[src/logic/rcp_cfg.svh]
`ifndef RCP_CFG_SVH
`define RCP_CFG_SVH

// frequencies in 0.01 Hz steps
`define RCP_FREQ_MAX        16'h9c40
`define RCP_LEVEL_RST       16'h0bb8
`define RCP_BW_RST          16'h03e8
`define RCP_SELF_COOL_FREQ  16'h07d0
// dc link thresholds in volts
`define RCP_OV_LOW_CLASS    10'h190
`define RCP_OV_HIGH_CLASS   10'h334
`define RCP_LV_LOW_CLASS    10'h0b4
`define RCP_LV_HIGH_CLASS   10'h168
// currents in percent of rated
`define RCP_TH_1MIN_RST     8'h96
`define RCP_TH_1MIN_MIN     8'h32
`define RCP_TH_1MIN_MAX     8'hc8
`define RCP_TH_CONT_RST     8'h64
`define RCP_TH_CONT_MIN     8'h32
`define RCP_TH_CONT_MAX     8'h96
`define RCP_WARN_LVL_RST    8'h96
`define RCP_WARN_LVL_MIN    8'h1e
`define RCP_WARN_LVL_MAX    8'h96
`define RCP_TRIP_LVL_RST    8'hb4
`define RCP_TRIP_LVL_MIN    8'h1e
`define RCP_TRIP_LVL_MAX    8'hc8
// times in tenths of a second
`define RCP_WARN_TIME_RST   10'h064
`define RCP_WARN_TIME_MAX   10'h12c
`define RCP_TRIP_TIME_RST   10'h258
`define RCP_TRIP_TIME_MAX   10'h258
// thermal heat per percent-excess to trip in one minute, in ticks
`define RCP_TH_MINUTE_TICKS 10'h258
// other defaults
`define RCP_SEL_RST         5'h11
`define RCP_MASK_RST        3'h2
`define RCP_MASK_LV         0
`define RCP_MASK_TRIP       1
`define RCP_MASK_RESTART    2
// time base: one tick per 100 ms at 40 ns clock
`define RCP_CLK_NS          40
`define RCP_TICK_NS         100000000
`define RCP_TICK_CYC        (`RCP_TICK_NS / `RCP_CLK_NS)
`endif

[src/logic/rcp_pkg.sv]
package rcp_pkg;
   // relay function selector codes
   typedef enum logic [4:0] {
      RLY_FREQ_MATCH   = 5'h00, RLY_LEVEL_MATCH = 5'h01, RLY_RUN_WINDOW = 5'h02,
      RLY_HYST         = 5'h03, RLY_HYST_INV    = 5'h04, RLY_OVERLOAD   = 5'h05,
      RLY_INV_OVERLOAD = 5'h06, RLY_STALL       = 5'h07, RLY_OVT        = 5'h08,
      RLY_LVT          = 5'h09, RLY_OVERHEAT    = 5'h0a, RLY_CMD_LOSS   = 5'h0b,
      RLY_RUN          = 5'h0c, RLY_STOP        = 5'h0d, RLY_CONST      = 5'h0e,
      RLY_SEARCH       = 5'h0f, RLY_WAIT_RUN    = 5'h10, RLY_FAULT      = 5'h11,
      RLY_FAN          = 5'h12, RLY_BRAKE       = 5'h13
   } rcp_relay_sel_t;
   // setting write targets
   typedef enum logic [3:0] {
      SET_LEVEL     = 4'h0, SET_BW        = 4'h1, SET_RELAY_SEL = 4'h2,
      SET_MASK      = 4'h3, SET_TH_EN     = 4'h4, SET_TH_1MIN   = 4'h5,
      SET_TH_CONT   = 4'h6, SET_COOL      = 4'h7, SET_WARN_LVL  = 4'h8,
      SET_WARN_TIME = 4'h9, SET_TRIP_EN   = 4'ha, SET_TRIP_LVL  = 4'hb,
      SET_TRIP_TIME = 4'hc
   } rcp_set_sel_t;
endpackage

[src/logic/rcp_timer_if.sv]
`timescale 1ns/100ps
interface rcp_timer_if;
   logic       tick;  // time base pulse
   logic       run;   // condition being timed
   logic [9:0] limit; // ticks to reach
   logic       done;  // condition held long enough
   modport owner (output tick, output run, output limit, input done);
   modport timer (input tick, input run, input limit, output done);
endinterface

[src/logic/rcp_hold_timer.sv]
`timescale 1ns/100ps
module rcp_hold_timer (
   // clock and reset
   input  wire logic   clk,
   input  wire logic   rst_n,
   // timed condition
   rcp_timer_if.timer  tif
);
   logic [9:0] cnt_q, cnt_d; // ticks the condition has held
   logic       done_q, done_d;

   // count only while held; any drop restarts from zero
   always_comb begin
      cnt_d = cnt_q;
      if (!tif.run) begin
         cnt_d = 10'h000;
      end else if (tif.tick && cnt_q < tif.limit) begin
         cnt_d = cnt_q + 10'h001;
      end
      done_d = tif.run && (cnt_d >= tif.limit);
   end

   // registers only
   always_ff @(posedge clk) begin
      if (!rst_n) begin
         cnt_q  <= 10'h000;
         done_q <= 1'b0;
      end else begin
         cnt_q  <= cnt_d;
         done_q <= done_d;
      end
   end

   assign tif.done = done_q;
endmodule

[src/logic/rcp_top.sv]
`timescale 1ns/100ps
`include "rcp_cfg.svh"
module rcp_top #(
   parameter int TICK_CYCLES = `RCP_TICK_CYC // clocks per 100 ms tick
) (
   // clock and reset
   input  wire logic        clk,
   input  wire logic        rst_n,
   // setting writes and fixed drive options
   input  wire logic        set_wr,
   input  wire logic [3:0]  set_addr,
   input  wire logic [15:0] set_data,
   input  wire logic [15:0] max_frequency,
   input  wire logic        fan_trip_action,
   input  wire logic        brake_enable,
   input  wire logic        volt_class_high,
   // drive measurements
   input  wire logic [15:0] preset_freq,
   input  wire logic [15:0] run_freq,
   input  wire logic        accel,
   input  wire logic        decel,
   input  wire logic [9:0]  dc_link_volts,
   input  wire logic [7:0]  motor_current,
   // drive status
   input  wire logic        run_cmd,
   input  wire logic        output_active,
   input  wire logic        wait_run,
   input  wire logic        heatsink_overheat,
   input  wire logic        cmd_loss_analog,
   input  wire logic        cmd_loss_comm,
   input  wire logic        other_trip,
   input  wire logic        restart_try,
   input  wire logic        fan_trip,
   input  wire logic        brake_signal,
   input  wire logic        trip_clear,
   // results
   output logic             relay_q,
   output logic             output_shutoff_q,
   output logic             ovt_trip_q,
   output logic             lvt_trip_q,
   output logic             thermal_trip_q,
   output logic             overload_trip_q,
   output logic             overload_warn_q,
   output logic             set_reject_q
);
   // settings
   logic [15:0] level_q, level_d;       // detection level
   logic [15:0] bw_q, bw_d;             // detection bandwidth
   logic [4:0]  rsel_q, rsel_d;         // relay function select
   logic [2:0]  mask_q, mask_d;         // fault output mask
   logic        th_en_q, th_en_d;       // thermal enable
   logic [7:0]  th_1min_q, th_1min_d;   // one-minute level
   logic [7:0]  th_cont_q, th_cont_d;   // continuous level
   logic        cool_q, cool_d;         // cooling type
   logic [7:0]  warn_lvl_q, warn_lvl_d;
   logic [9:0]  warn_time_q, warn_time_d;
   logic        trip_en_q, trip_en_d;
   logic [7:0]  trip_lvl_q, trip_lvl_d;
   logic [9:0]  trip_time_q, trip_time_d;
   logic        rej_d;
   // time base
   logic [21:0] tick_cnt_q, tick_cnt_d;
   logic        tick_q, tick_d;
   // protection state
   logic [17:0] heat_q, heat_d;         // thermal accumulator
   logic        hyst_q, hyst_d;         // frequency hysteresis state
   logic        ovt_d, lvt_d, th_trip_d, ol_trip_d, warn_d, relay_d, shut_d;
   // helpers
   logic [15:0] half_bw;
   logic [15:0] diff_set, diff_lvl;
   logic        fdt1, fdt2, fdt3;
   logic [17:0] heat_limit;
   logic        in_range;

   rcp_timer_if warn_tif ();
   rcp_timer_if trip_tif ();

   // magnitude of a difference without a sign bit
   function automatic logic [15:0] absdiff(input logic [15:0] a, input logic [15:0] b);
      absdiff = (a >= b) ? (a - b) : (b - a);
   endfunction

   // setting writes with range checks; bad values leave the old one
   always_comb begin
      level_d     = level_q;
      bw_d        = bw_q;
      rsel_d      = rsel_q;
      mask_d      = mask_q;
      th_en_d     = th_en_q;
      th_1min_d   = th_1min_q;
      th_cont_d   = th_cont_q;
      cool_d      = cool_q;
      warn_lvl_d  = warn_lvl_q;
      warn_time_d = warn_time_q;
      trip_en_d   = trip_en_q;
      trip_lvl_d  = trip_lvl_q;
      trip_time_d = trip_time_q;
      in_range    = 1'b0;
      rej_d       = 1'b0;
      if (set_wr) begin
         unique case (rcp_pkg::rcp_set_sel_t'(set_addr))
            rcp_pkg::SET_LEVEL, rcp_pkg::SET_BW: begin
               // never above the span or the max frequency
               in_range = set_data <= `RCP_FREQ_MAX && set_data <= max_frequency;
               if (in_range && set_addr == rcp_pkg::SET_LEVEL) level_d = set_data;
               if (in_range && set_addr == rcp_pkg::SET_BW) bw_d = set_data;
            end
            rcp_pkg::SET_RELAY_SEL: begin
               in_range = set_data <= 16'h0013;
               if (in_range) rsel_d = set_data[4:0];
            end
            rcp_pkg::SET_MASK: begin
               in_range = set_data <= 16'h0007;
               if (in_range) mask_d = set_data[2:0];
            end
            rcp_pkg::SET_TH_EN: begin
               in_range = set_data <= 16'h0001;
               if (in_range) th_en_d = set_data[0];
            end
            rcp_pkg::SET_TH_1MIN: begin
               // one-minute level may not drop below continuous
               in_range = set_data >= 16'(`RCP_TH_1MIN_MIN) && set_data <= 16'(`RCP_TH_1MIN_MAX)
                          && set_data >= 16'(th_cont_q);
               if (in_range) th_1min_d = set_data[7:0];
            end
            rcp_pkg::SET_TH_CONT: begin
               in_range = set_data >= 16'(`RCP_TH_CONT_MIN) && set_data <= 16'(`RCP_TH_CONT_MAX)
                          && set_data <= 16'(th_1min_q);
               if (in_range) th_cont_d = set_data[7:0];
            end
            rcp_pkg::SET_COOL: begin
               in_range = set_data <= 16'h0001;
               if (in_range) cool_d = set_data[0];
            end
            rcp_pkg::SET_WARN_LVL: begin
               in_range = set_data >= 16'(`RCP_WARN_LVL_MIN)
                          && set_data <= 16'(`RCP_WARN_LVL_MAX);
               if (in_range) warn_lvl_d = set_data[7:0];
            end
            rcp_pkg::SET_WARN_TIME: begin
               in_range = set_data <= 16'(`RCP_WARN_TIME_MAX);
               if (in_range) warn_time_d = set_data[9:0];
            end
            rcp_pkg::SET_TRIP_EN: begin
               in_range = set_data <= 16'h0001;
               if (in_range) trip_en_d = set_data[0];
            end
            rcp_pkg::SET_TRIP_LVL: begin
               in_range = set_data >= 16'(`RCP_TRIP_LVL_MIN) && set_data <= 16'(`RCP_TRIP_LVL_MAX);
               if (in_range) trip_lvl_d = set_data[7:0];
            end
            rcp_pkg::SET_TRIP_TIME: begin
               in_range = set_data <= 16'(`RCP_TRIP_TIME_MAX);
               if (in_range) trip_time_d = set_data[9:0];
            end
            default: in_range = 1'b0; // codes 13..15 unused
         endcase
         rej_d = !in_range;
      end
   end

   // time base; a shorter TICK_CYCLES speeds up simulation
   always_comb begin
      tick_d     = (tick_cnt_q == 22'(TICK_CYCLES - 1));
      tick_cnt_d = tick_d ? 22'h000000 : tick_cnt_q + 22'h000001;
   end

   // frequency detection terms
   always_comb begin
      half_bw  = bw_q >> 1;
      diff_set = absdiff(preset_freq, run_freq);
      diff_lvl = absdiff(level_q, run_freq);
      fdt1     = diff_set <= half_bw;
      fdt2     = (preset_freq == level_q) && fdt1;
      fdt3     = diff_lvl <= half_bw;
      // hysteresis: on at level while rising, off at or below level-bw/2 falling
      hyst_d   = hyst_q;
      if (accel) begin
         hyst_d = run_freq >= level_q;
      end else if (decel) begin
         hyst_d = {1'b0, run_freq} + {1'b0, half_bw} > {1'b0, level_q};
      end
   end

   // thermal model, trips and warning
   always_comb begin
      // heat for (one-minute minus continuous) excess over one minute
      heat_limit = 18'(th_1min_q - th_cont_q) * 18'(`RCP_TH_MINUTE_TICKS);
      heat_d     = heat_q;
      if (!th_en_q) begin
         heat_d = 18'h00000;
      end else if (tick_q) begin
         if (motor_current > th_cont_q) begin
            // larger excess heats faster, so trip comes sooner
            heat_d = heat_q + 18'(motor_current - th_cont_q);
            if (heat_d > heat_limit) heat_d = heat_limit;
         end else begin
            // shaft fan cools poorly at low speed: half the cooling rate
            if (!cool_q && run_freq < `RCP_SELF_COOL_FREQ) begin
               heat_d = heat_q - ((18'(th_cont_q - motor_current) >> 1) > heat_q ? heat_q
                        : (18'(th_cont_q - motor_current) >> 1));
            end else begin
               heat_d = heat_q - (18'(th_cont_q - motor_current) > heat_q ? heat_q
                        : 18'(th_cont_q - motor_current));
            end
         end
      end
      // trips hold until cleared; a new cause wins over a clear
      ovt_d     = (dc_link_volts > (volt_class_high ? `RCP_OV_HIGH_CLASS : `RCP_OV_LOW_CLASS))
                  || (ovt_trip_q && !trip_clear);
      lvt_d     = (dc_link_volts < (volt_class_high ? `RCP_LV_HIGH_CLASS : `RCP_LV_LOW_CLASS))
                  || (lvt_trip_q && !trip_clear);
      th_trip_d = (th_en_q && motor_current > th_1min_q && heat_q >= heat_limit)
                  || (thermal_trip_q && !trip_clear);
      ol_trip_d = (trip_en_q && trip_tif.done) || (overload_trip_q && !trip_clear);
      warn_d    = warn_tif.done;
      shut_d    = ovt_d || lvt_d || th_trip_d || ol_trip_d;
   end

   // timed overload conditions
   assign warn_tif.tick  = tick_q;
   assign warn_tif.run   = motor_current > warn_lvl_q;
   assign warn_tif.limit = warn_time_q;
   assign trip_tif.tick  = tick_q;
   assign trip_tif.run   = trip_en_q && motor_current >= trip_lvl_q;
   assign trip_tif.limit = trip_time_q;

   rcp_hold_timer u_warn (
      .clk   (clk),
      .rst_n (rst_n),
      .tif   (warn_tif.timer)
   );

   rcp_hold_timer u_trip (
      .clk   (clk),
      .rst_n (rst_n),
      .tif   (trip_tif.timer)
   );

   // relay selection; unsupported codes drive the relay off
   always_comb begin
      relay_d = 1'b0;
      unique case (rcp_pkg::rcp_relay_sel_t'(rsel_q))
         rcp_pkg::RLY_FREQ_MATCH:  relay_d = fdt1;
         rcp_pkg::RLY_LEVEL_MATCH: relay_d = fdt2;
         rcp_pkg::RLY_RUN_WINDOW:  relay_d = fdt3;
         rcp_pkg::RLY_HYST:        relay_d = hyst_d;
         rcp_pkg::RLY_HYST_INV:    relay_d = !hyst_d;
         rcp_pkg::RLY_OVERLOAD:    relay_d = warn_d;
         rcp_pkg::RLY_OVT:         relay_d = ovt_d;
         rcp_pkg::RLY_LVT:         relay_d = lvt_d;
         rcp_pkg::RLY_OVERHEAT:    relay_d = heatsink_overheat;
         rcp_pkg::RLY_CMD_LOSS:    relay_d = cmd_loss_analog || cmd_loss_comm;
         rcp_pkg::RLY_RUN:         relay_d = run_cmd && output_active;
         rcp_pkg::RLY_STOP:        relay_d = !output_active && !run_cmd;
         rcp_pkg::RLY_CONST:       relay_d = output_active && !accel && !decel;
         rcp_pkg::RLY_WAIT_RUN:    relay_d = wait_run && !run_cmd && !shut_d && !other_trip;
         rcp_pkg::RLY_FAULT: begin
            // each enabled event class asserts the relay
            relay_d = (mask_q[`RCP_MASK_LV] && lvt_d)
                      || (mask_q[`RCP_MASK_TRIP] && (ovt_d || th_trip_d || ol_trip_d || other_trip))
                      || (mask_q[`RCP_MASK_RESTART] && restart_try);
         end
         rcp_pkg::RLY_FAN:         relay_d = fan_trip && !fan_trip_action;
         rcp_pkg::RLY_BRAKE:       relay_d = brake_enable && brake_signal;
         default:                  relay_d = 1'b0; // stall, search, inverter overload
      endcase
   end

   // registers only
   always_ff @(posedge clk) begin
      if (!rst_n) begin
         level_q          <= `RCP_LEVEL_RST;
         bw_q             <= `RCP_BW_RST;
         rsel_q           <= `RCP_SEL_RST;
         mask_q           <= `RCP_MASK_RST;
         th_en_q          <= 1'b0;
         th_1min_q        <= `RCP_TH_1MIN_RST;
         th_cont_q        <= `RCP_TH_CONT_RST;
         cool_q           <= 1'b0;
         warn_lvl_q       <= `RCP_WARN_LVL_RST;
         warn_time_q      <= `RCP_WARN_TIME_RST;
         trip_en_q        <= 1'b1;
         trip_lvl_q       <= `RCP_TRIP_LVL_RST;
         trip_time_q      <= `RCP_TRIP_TIME_RST;
         tick_cnt_q       <= 22'h000000;
         tick_q           <= 1'b0;
         heat_q           <= 18'h00000;
         hyst_q           <= 1'b0;
         relay_q          <= 1'b0;
         output_shutoff_q <= 1'b0;
         ovt_trip_q       <= 1'b0;
         lvt_trip_q       <= 1'b0;
         thermal_trip_q   <= 1'b0;
         overload_trip_q  <= 1'b0;
         overload_warn_q  <= 1'b0;
         set_reject_q     <= 1'b0;
      end else begin
         level_q          <= level_d;
         bw_q             <= bw_d;
         rsel_q           <= rsel_d;
         mask_q           <= mask_d;
         th_en_q          <= th_en_d;
         th_1min_q        <= th_1min_d;
         th_cont_q        <= th_cont_d;
         cool_q           <= cool_d;
         warn_lvl_q       <= warn_lvl_d;
         warn_time_q      <= warn_time_d;
         trip_en_q        <= trip_en_d;
         trip_lvl_q       <= trip_lvl_d;
         trip_time_q      <= trip_time_d;
         tick_cnt_q       <= tick_cnt_d;
         tick_q           <= tick_d;
         heat_q           <= heat_d;
         hyst_q           <= hyst_d;
         relay_q          <= relay_d;
         output_shutoff_q <= shut_d;
         ovt_trip_q       <= ovt_d;
         lvt_trip_q       <= lvt_d;
         thermal_trip_q   <= th_trip_d;
         overload_trip_q  <= ol_trip_d;
         overload_warn_q  <= warn_d;
         set_reject_q     <= rej_d;
      end
   end
endmodule

[config.mk]
export PLATFORM = sky130hd
export DESIGN_NAME = rcp_top
export DESIGN_NICKNAME = d
export VERILOG_FILES = /design/src/logic/rcp_pkg.sv /design/src/logic/rcp_timer_if.sv /design/src/logic/rcp_hold_timer.sv /design/src/logic/rcp_top.sv
export VERILOG_INCLUDE_DIRS = /design/src /design/src/logic
export SDC_FILE = /design/constraint.sdc
export NUM_CORES = 1
export LEC_CHECK = 0
export BUFFER_PORTS_ARGS = -buffer_cell sky130_fd_sc_hd__buf_2
export CAP_MARGIN = 40
export CORE_MARGIN = 2
export CORE_UTILIZATION = 40
export CTS_BUF_LIST = sky130_fd_sc_hd__clkbuf_8
export DETAILED_ROUTE_END_ITERATION = 8
export PLACE_DENSITY = 0.52
export SLEW_MARGIN = 40
export SYNTH_ARGS = -nofsm -noshare
export SYNTH_HDL_FRONTEND = slang
export SYNTH_SLANG_ARGS = --single-unit
[constraint.sdc]
create_clock -name clk -period 15.5 [get_ports clk]
set_input_delay 3.1 -clock clk [delete_from_list [all_inputs] [get_ports clk]]
set_output_delay 3.1 -clock clk [all_outputs]
set_load 0.1 [all_outputs]
==> impl_table.tex <==
\begin{tabular}{lr}
\hline
Metric & Value \\
\hline
\multicolumn{2}{l}{\textbf{Worst hold path}} \\
Worst hold-check path type & reg2reg \\
Hold EP & tick\_cnt\_q[0] \\
Cell depth of the worst min-delay path & 1 \\
Worst Min Path Start & tick\_cnt\_q[0] \\
\multicolumn{2}{l}{\textbf{Clock tree}} \\
Sinks on the clock net & 166 \\
Number of gates resized after CTS & 0 \\
Root buffer cell & sky130\_fd\_sc\_hd\_\_clkbuf\_8 \\
Latest clock arrival within the worst-skew pair & 0.56 ns \\
\# hold bufs at CTS & 0 \\
CTS H-tree lvls & 4 \\
Clock tree from TritonCTS & done \\
Maximum buffer depth of the clock tree & 2 \\
Post-CTS setup repair buffer count & 0 \\
Clock input transition at the sequential cells of the worst setup and hold paths & 0.10 ns \\
Number of CTS-inserted buffers & 17 \\
\multicolumn{2}{l}{\textbf{Setup path}} \\
Data required, critical path & 15.98 ns \\
Kind of launch point of the worst setup path & primary input \\
Maximum net fanout on the critical path & 18 \\
Depth of the worst register-to-register path & 32 \\
R2R Path Start & th\_1min\_q[0] \\
Worst setup path class & in2reg \\
Endpoint kind of the worst setup timing path & register \\
Worst-case register-to-register setup slack & 6.78 ns \\
Crit path from & motor\_current[1] \\
Arr. time, crit path & 10.05 ns \\
Worst flop-to-flop path endpoint & relay\_q \\
\multicolumn{2}{l}{\textbf{Yosys}} \\
Yosys reg bits & 166 \\
Sequential share of the synthesized area & 0.168 \\
Synthesized area per cell & 7.91 µm² \\
Most used flip-flop cell after synthesis & sky130\_fd\_sc\_hd\_\_dfxtp\_1 \\
FFs w/ async S/R, synth & 0 \\
Mapped Nets & 2,994 \\
Total number of yosys warnings & 0 \\
Number of flops mapped to enable cells by yosys & 0 \\
Post-synthesis instance area & 19,700 µm² \\
Unique masters post-synth & 87 \\
Cell count after synthesis & 2,494 \\
\multicolumn{2}{l}{\textbf{GRT}} \\
Overall overflow remaining after global route & 0 \\
Via count of the first global-routing pass & 17,400 \\
Total Routing Usage GR & 0.247 \\
Largest net degree at the start of global routing & 56 \\
Wire length of the first global-routing pass & 97,800 µm \\
Number of antenna violations at the first check in global routing & 2 \\
\multicolumn{2}{l}{\textbf{Floorplanning}} \\
Core Rows & 81 \\
Die Height & 226 µm \\
Placeable Area & 48,800 µm² \\
Top-Level Pins & 113 \\
Starting utilization of the core area & 0.404 \\
Die Wd & 226 µm \\
Area of the die & 51,100 µm² \\
\multicolumn{2}{l}{\textbf{STA}} \\
Slew HR & 0.446 \\
Max Freq & 105 MHz \\
Final total negative setup slack & 0 ns \\
Final Hold Viols & 0 \\
Crit path time final & 9.57 ns \\
Max Clock Skew & 0.0158 ns \\
Max Slew Vio Count & 0 \\
Setup repair after global routing missed its margin & no \\
Final setup violation count & 0 \\
Slew of the pin with the lowest slew margin & 0.823 ns \\
Period utilisation layout & 0.617 \\
\multicolumn{2}{l}{\textbf{Drt}} \\
Number of design rule violations left after detail routing & 0 \\
Wirelength per Cell & 19.2 µm \\
Vias per Instance & 5.57 \\
Total via count in the routed design & 18,100 \\
Detail Route Antenna Nets & 0 \\
Final WL & 62,200 µm \\
First-pass iteration count of the detailed router & 6 \\
Number of DRC markers in iteration 0 & 1,018 \\
\multicolumn{2}{l}{\textbf{Power and ir drop}} \\
Maximum ir drop on the vdd rail & 0.0000571 V \\
Sum of internal, switching and leakage power & 1170 µW \\
Static leakage & 0.0102 µW \\
PwrDens & 54.5 nW/µm² \\
\multicolumn{2}{l}{\textbf{Layout}} \\
Final layout net count & 3,065 \\
Fillers & 5,036 \\
Finished Core Util & 0.438 \\
P\&R area growth vs syn & 8.51\% \\
Share of cells above drive strength 1 & 0.0776 \\
\multicolumn{2}{l}{\textbf{Status}} \\
Run status & finished, final reports clean \\
\multicolumn{2}{l}{\textbf{Placed design}} \\
Number of port buffers & 112 \\
Half-perimeter wire length after placement & 50,800 µm \\
Final RePlAce weighted congestion & 0.931 \\
\multicolumn{2}{l}{\textbf{Flow run}} \\
\# Max-Cap Violations & 0 \\
\hline
\end{tabular}
power breakdown:
| group | switching (µW) | internal, µW | total, µW |
|---|---|---|---|
| registers | 2.10 | 429 | 431 |
| clock network | 201 | 168 | 369 |
| logic | 227 | 142 | 368 |
| total | 429 | 739 | 1170 |
cells in the mapped netlist, types with 10 or more instances:
cell	count	area, µm²
sky130_fd_sc_hd__nand2b_1	39	244
sky130_fd_sc_hd__o221ai_1	11	96.3
sky130_fd_sc_hd__nand4_1	47	294
sky130_fd_sc_hd__nor4_1	18	113
sky130_fd_sc_hd__dfxtp_1	166	3320
sky130_fd_sc_hd__and3_1	21	131
sky130_fd_sc_hd__a21boi_0	18	135
sky130_fd_sc_hd__clkbuf_1	65	244
sky130_fd_sc_hd__mux2_2	10	113
sky130_fd_sc_hd__nor3_1	59	295
sky130_fd_sc_hd__o21ai_0	116	581
sky130_fd_sc_hd__o211ai_1	25	188
sky130_fd_sc_hd__xnor2_1	86	753
sky130_fd_sc_hd__xor2_1	67	587
sky130_fd_sc_hd__nand2_1	162	608
sky130_fd_sc_hd__inv_1	243	912
sky130_fd_sc_hd__a21oi_1	157	786
sky130_fd_sc_hd__or3_1	16	100
sky130_fd_sc_hd__o21a_1	32	240
sky130_fd_sc_hd__fa_1	21	420
sky130_fd_sc_hd__a211oi_1	21	158
sky130_fd_sc_hd__a21o_1	88	661
sky130_fd_sc_hd__a211o_1	10	87.6
sky130_fd_sc_hd__nor2b_1	47	294
sky130_fd_sc_hd__ha_1	374	4680
sky130_fd_sc_hd__a31oi_1	34	213
sky130_fd_sc_hd__nor2_1	217	815
sky130_fd_sc_hd__and2_1	12	75.1
sky130_fd_sc_hd__o21bai_1	23	173
sky130_fd_sc_hd__mux2i_1	91	911
sky130_fd_sc_hd__a2111oi_0	12	105
sky130_fd_sc_hd__nand3_1	48	240
worst max-delay path by stage:
stage | to | slack [ns]
floorplan | heat_q[16] | 6.12
global placement | heat_q[16] | 5.61
detailed placement | heat_q[16] | 5.52
CTS | heat_q[16] | 6.11
global route | heat_q[16] | 5.47
finish | heat_q[16] | 5.93
worst max-delay path, stage by stage:
cell	delay (ns)
sky130_fd_sc_hd__buf_2	0.17
sky130_fd_sc_hd__inv_1	0.11
sky130_fd_sc_hd__fa_1	0.45
sky130_fd_sc_hd__a21o_1	0.17
sky130_fd_sc_hd__a21oi_1	0.32
sky130_fd_sc_hd__nor2_1	0.12
sky130_fd_sc_hd__a211oi_4	0.63
sky130_fd_sc_hd__ha_1	0.37
sky130_fd_sc_hd__a21o_1	0.18
sky130_fd_sc_hd__a21o_1	0.17
sky130_fd_sc_hd__a211oi_1	0.31
sky130_fd_sc_hd__nor2_1	0.07
sky130_fd_sc_hd__nor3b_1	0.19
sky130_fd_sc_hd__a31oi_1	0.17
sky130_fd_sc_hd__mux2_2	0.43
sky130_fd_sc_hd__or2_2	0.39
sky130_fd_sc_hd__a21boi_0	0.15
sky130_fd_sc_hd__ha_1	0.35
sky130_fd_sc_hd__a21o_1	0.21
sky130_fd_sc_hd__a21oi_1	0.26
sky130_fd_sc_hd__nand2_1	0.10
sky130_fd_sc_hd__o22ai_1	0.24
sky130_fd_sc_hd__o21ai_0	0.25
sky130_fd_sc_hd__a2111oi_0	0.54
sky130_fd_sc_hd__a41oi_1	0.10
sky130_fd_sc_hd__o211ai_1	0.12
sky130_fd_sc_hd__o221ai_1	0.12
sky130_fd_sc_hd__nor3_1	0.22
layout make-up:
cell class,count,area (µm²),area share
multi-input combinational,2011,15200,0.712
clock inverter,14,191,0.00894
sequential,166,3320,0.155
timing repair buffer,125,656,0.0306
tap,664,831,0.0388
antenna,2,5.00,0.000234
clock buffer,18,248,0.0116
inverter,244,916,0.0428
registers in the layout (all words and copies together), names as in the netlist, 10 cells and up:
name / cells
u_trip.cnt_q: 10
u_warn.cnt_q: 10
bw_q: 15
tick_cnt_q: 22
warn_tif.limit: 10
trip_tif.limit: 10
level_q: 16
heat_q: 18
logic make-up (layout without fill, tap and decap cells):
kind of cell               count (synthesis)  count (layout)  share of synthesized area
and+or+nand+nor                          725             725                      0.178
AOI/OAI and AO/OA                        634             634                      0.212
adders and majority gates                397             397                      0.260
buffers and inverters                    317             401                     0.0609
DFF                                      166             166                      0.168
xor gates and xnor gates                 154             154                     0.0687
muxes                                    101             101                     0.0519
other                                      0               2                          0
per-stage QoR:
step | cell area, µm² | setup slack (ns) | cells | hold slack [ns]
after floorplan | 19700 | 6.12 | 2494 | 0.429
after global placement | 20900 | 5.61 | 3209 | 0.443
after detailed placement | 21000 | 5.52 | 3209 | 0.454
after CTS | 21400 | 6.11 | 3241 | 0.477
after global routing | 21400 | 5.47 | 3243 | 0.510
final | 21400 | 5.93 | 3244 | 0.473
cells in the final DEF (no fill, tap or decap), types with 20 or more instances in the layout:
master / n
sky130_fd_sc_hd__o21bai_1: 23
sky130_fd_sc_hd__nor2_1: 217
sky130_fd_sc_hd__xor2_1: 67
sky130_fd_sc_hd__a21o_1: 88
sky130_fd_sc_hd__nor2b_1: 47
sky130_fd_sc_hd__nand3_1: 47
sky130_fd_sc_hd__nand2b_1: 39
sky130_fd_sc_hd__a211oi_1: 20
sky130_fd_sc_hd__and3_1: 21
sky130_fd_sc_hd__mux2i_1: 91
sky130_fd_sc_hd__xnor2_1: 86
sky130_fd_sc_hd__a31oi_1: 33
sky130_fd_sc_hd__buf_2: 112
sky130_fd_sc_hd__inv_1: 243
sky130_fd_sc_hd__nand4_1: 47
sky130_fd_sc_hd__o21ai_0: 113
sky130_fd_sc_hd__fa_1: 21
sky130_fd_sc_hd__a21oi_1: 157
sky130_fd_sc_hd__ha_1: 374
sky130_fd_sc_hd__nand2_1: 162
sky130_fd_sc_hd__o21a_1: 32
sky130_fd_sc_hd__nor3_1: 59
sky130_fd_sc_hd__dfxtp_1: 165
sky130_fd_sc_hd__o211ai_1: 25
per-layer routing:
layer	global-route usage	vias to the layer above	wire length (µm)
li1	-	9069	-
met1	0.354	8475	31400
met2	0.377	443	26400
met3	0.0425	71	3160
met4	0.0690	0	1280
met5	0	-	0
No activity file was read; power rests on OpenSTA's default activity.
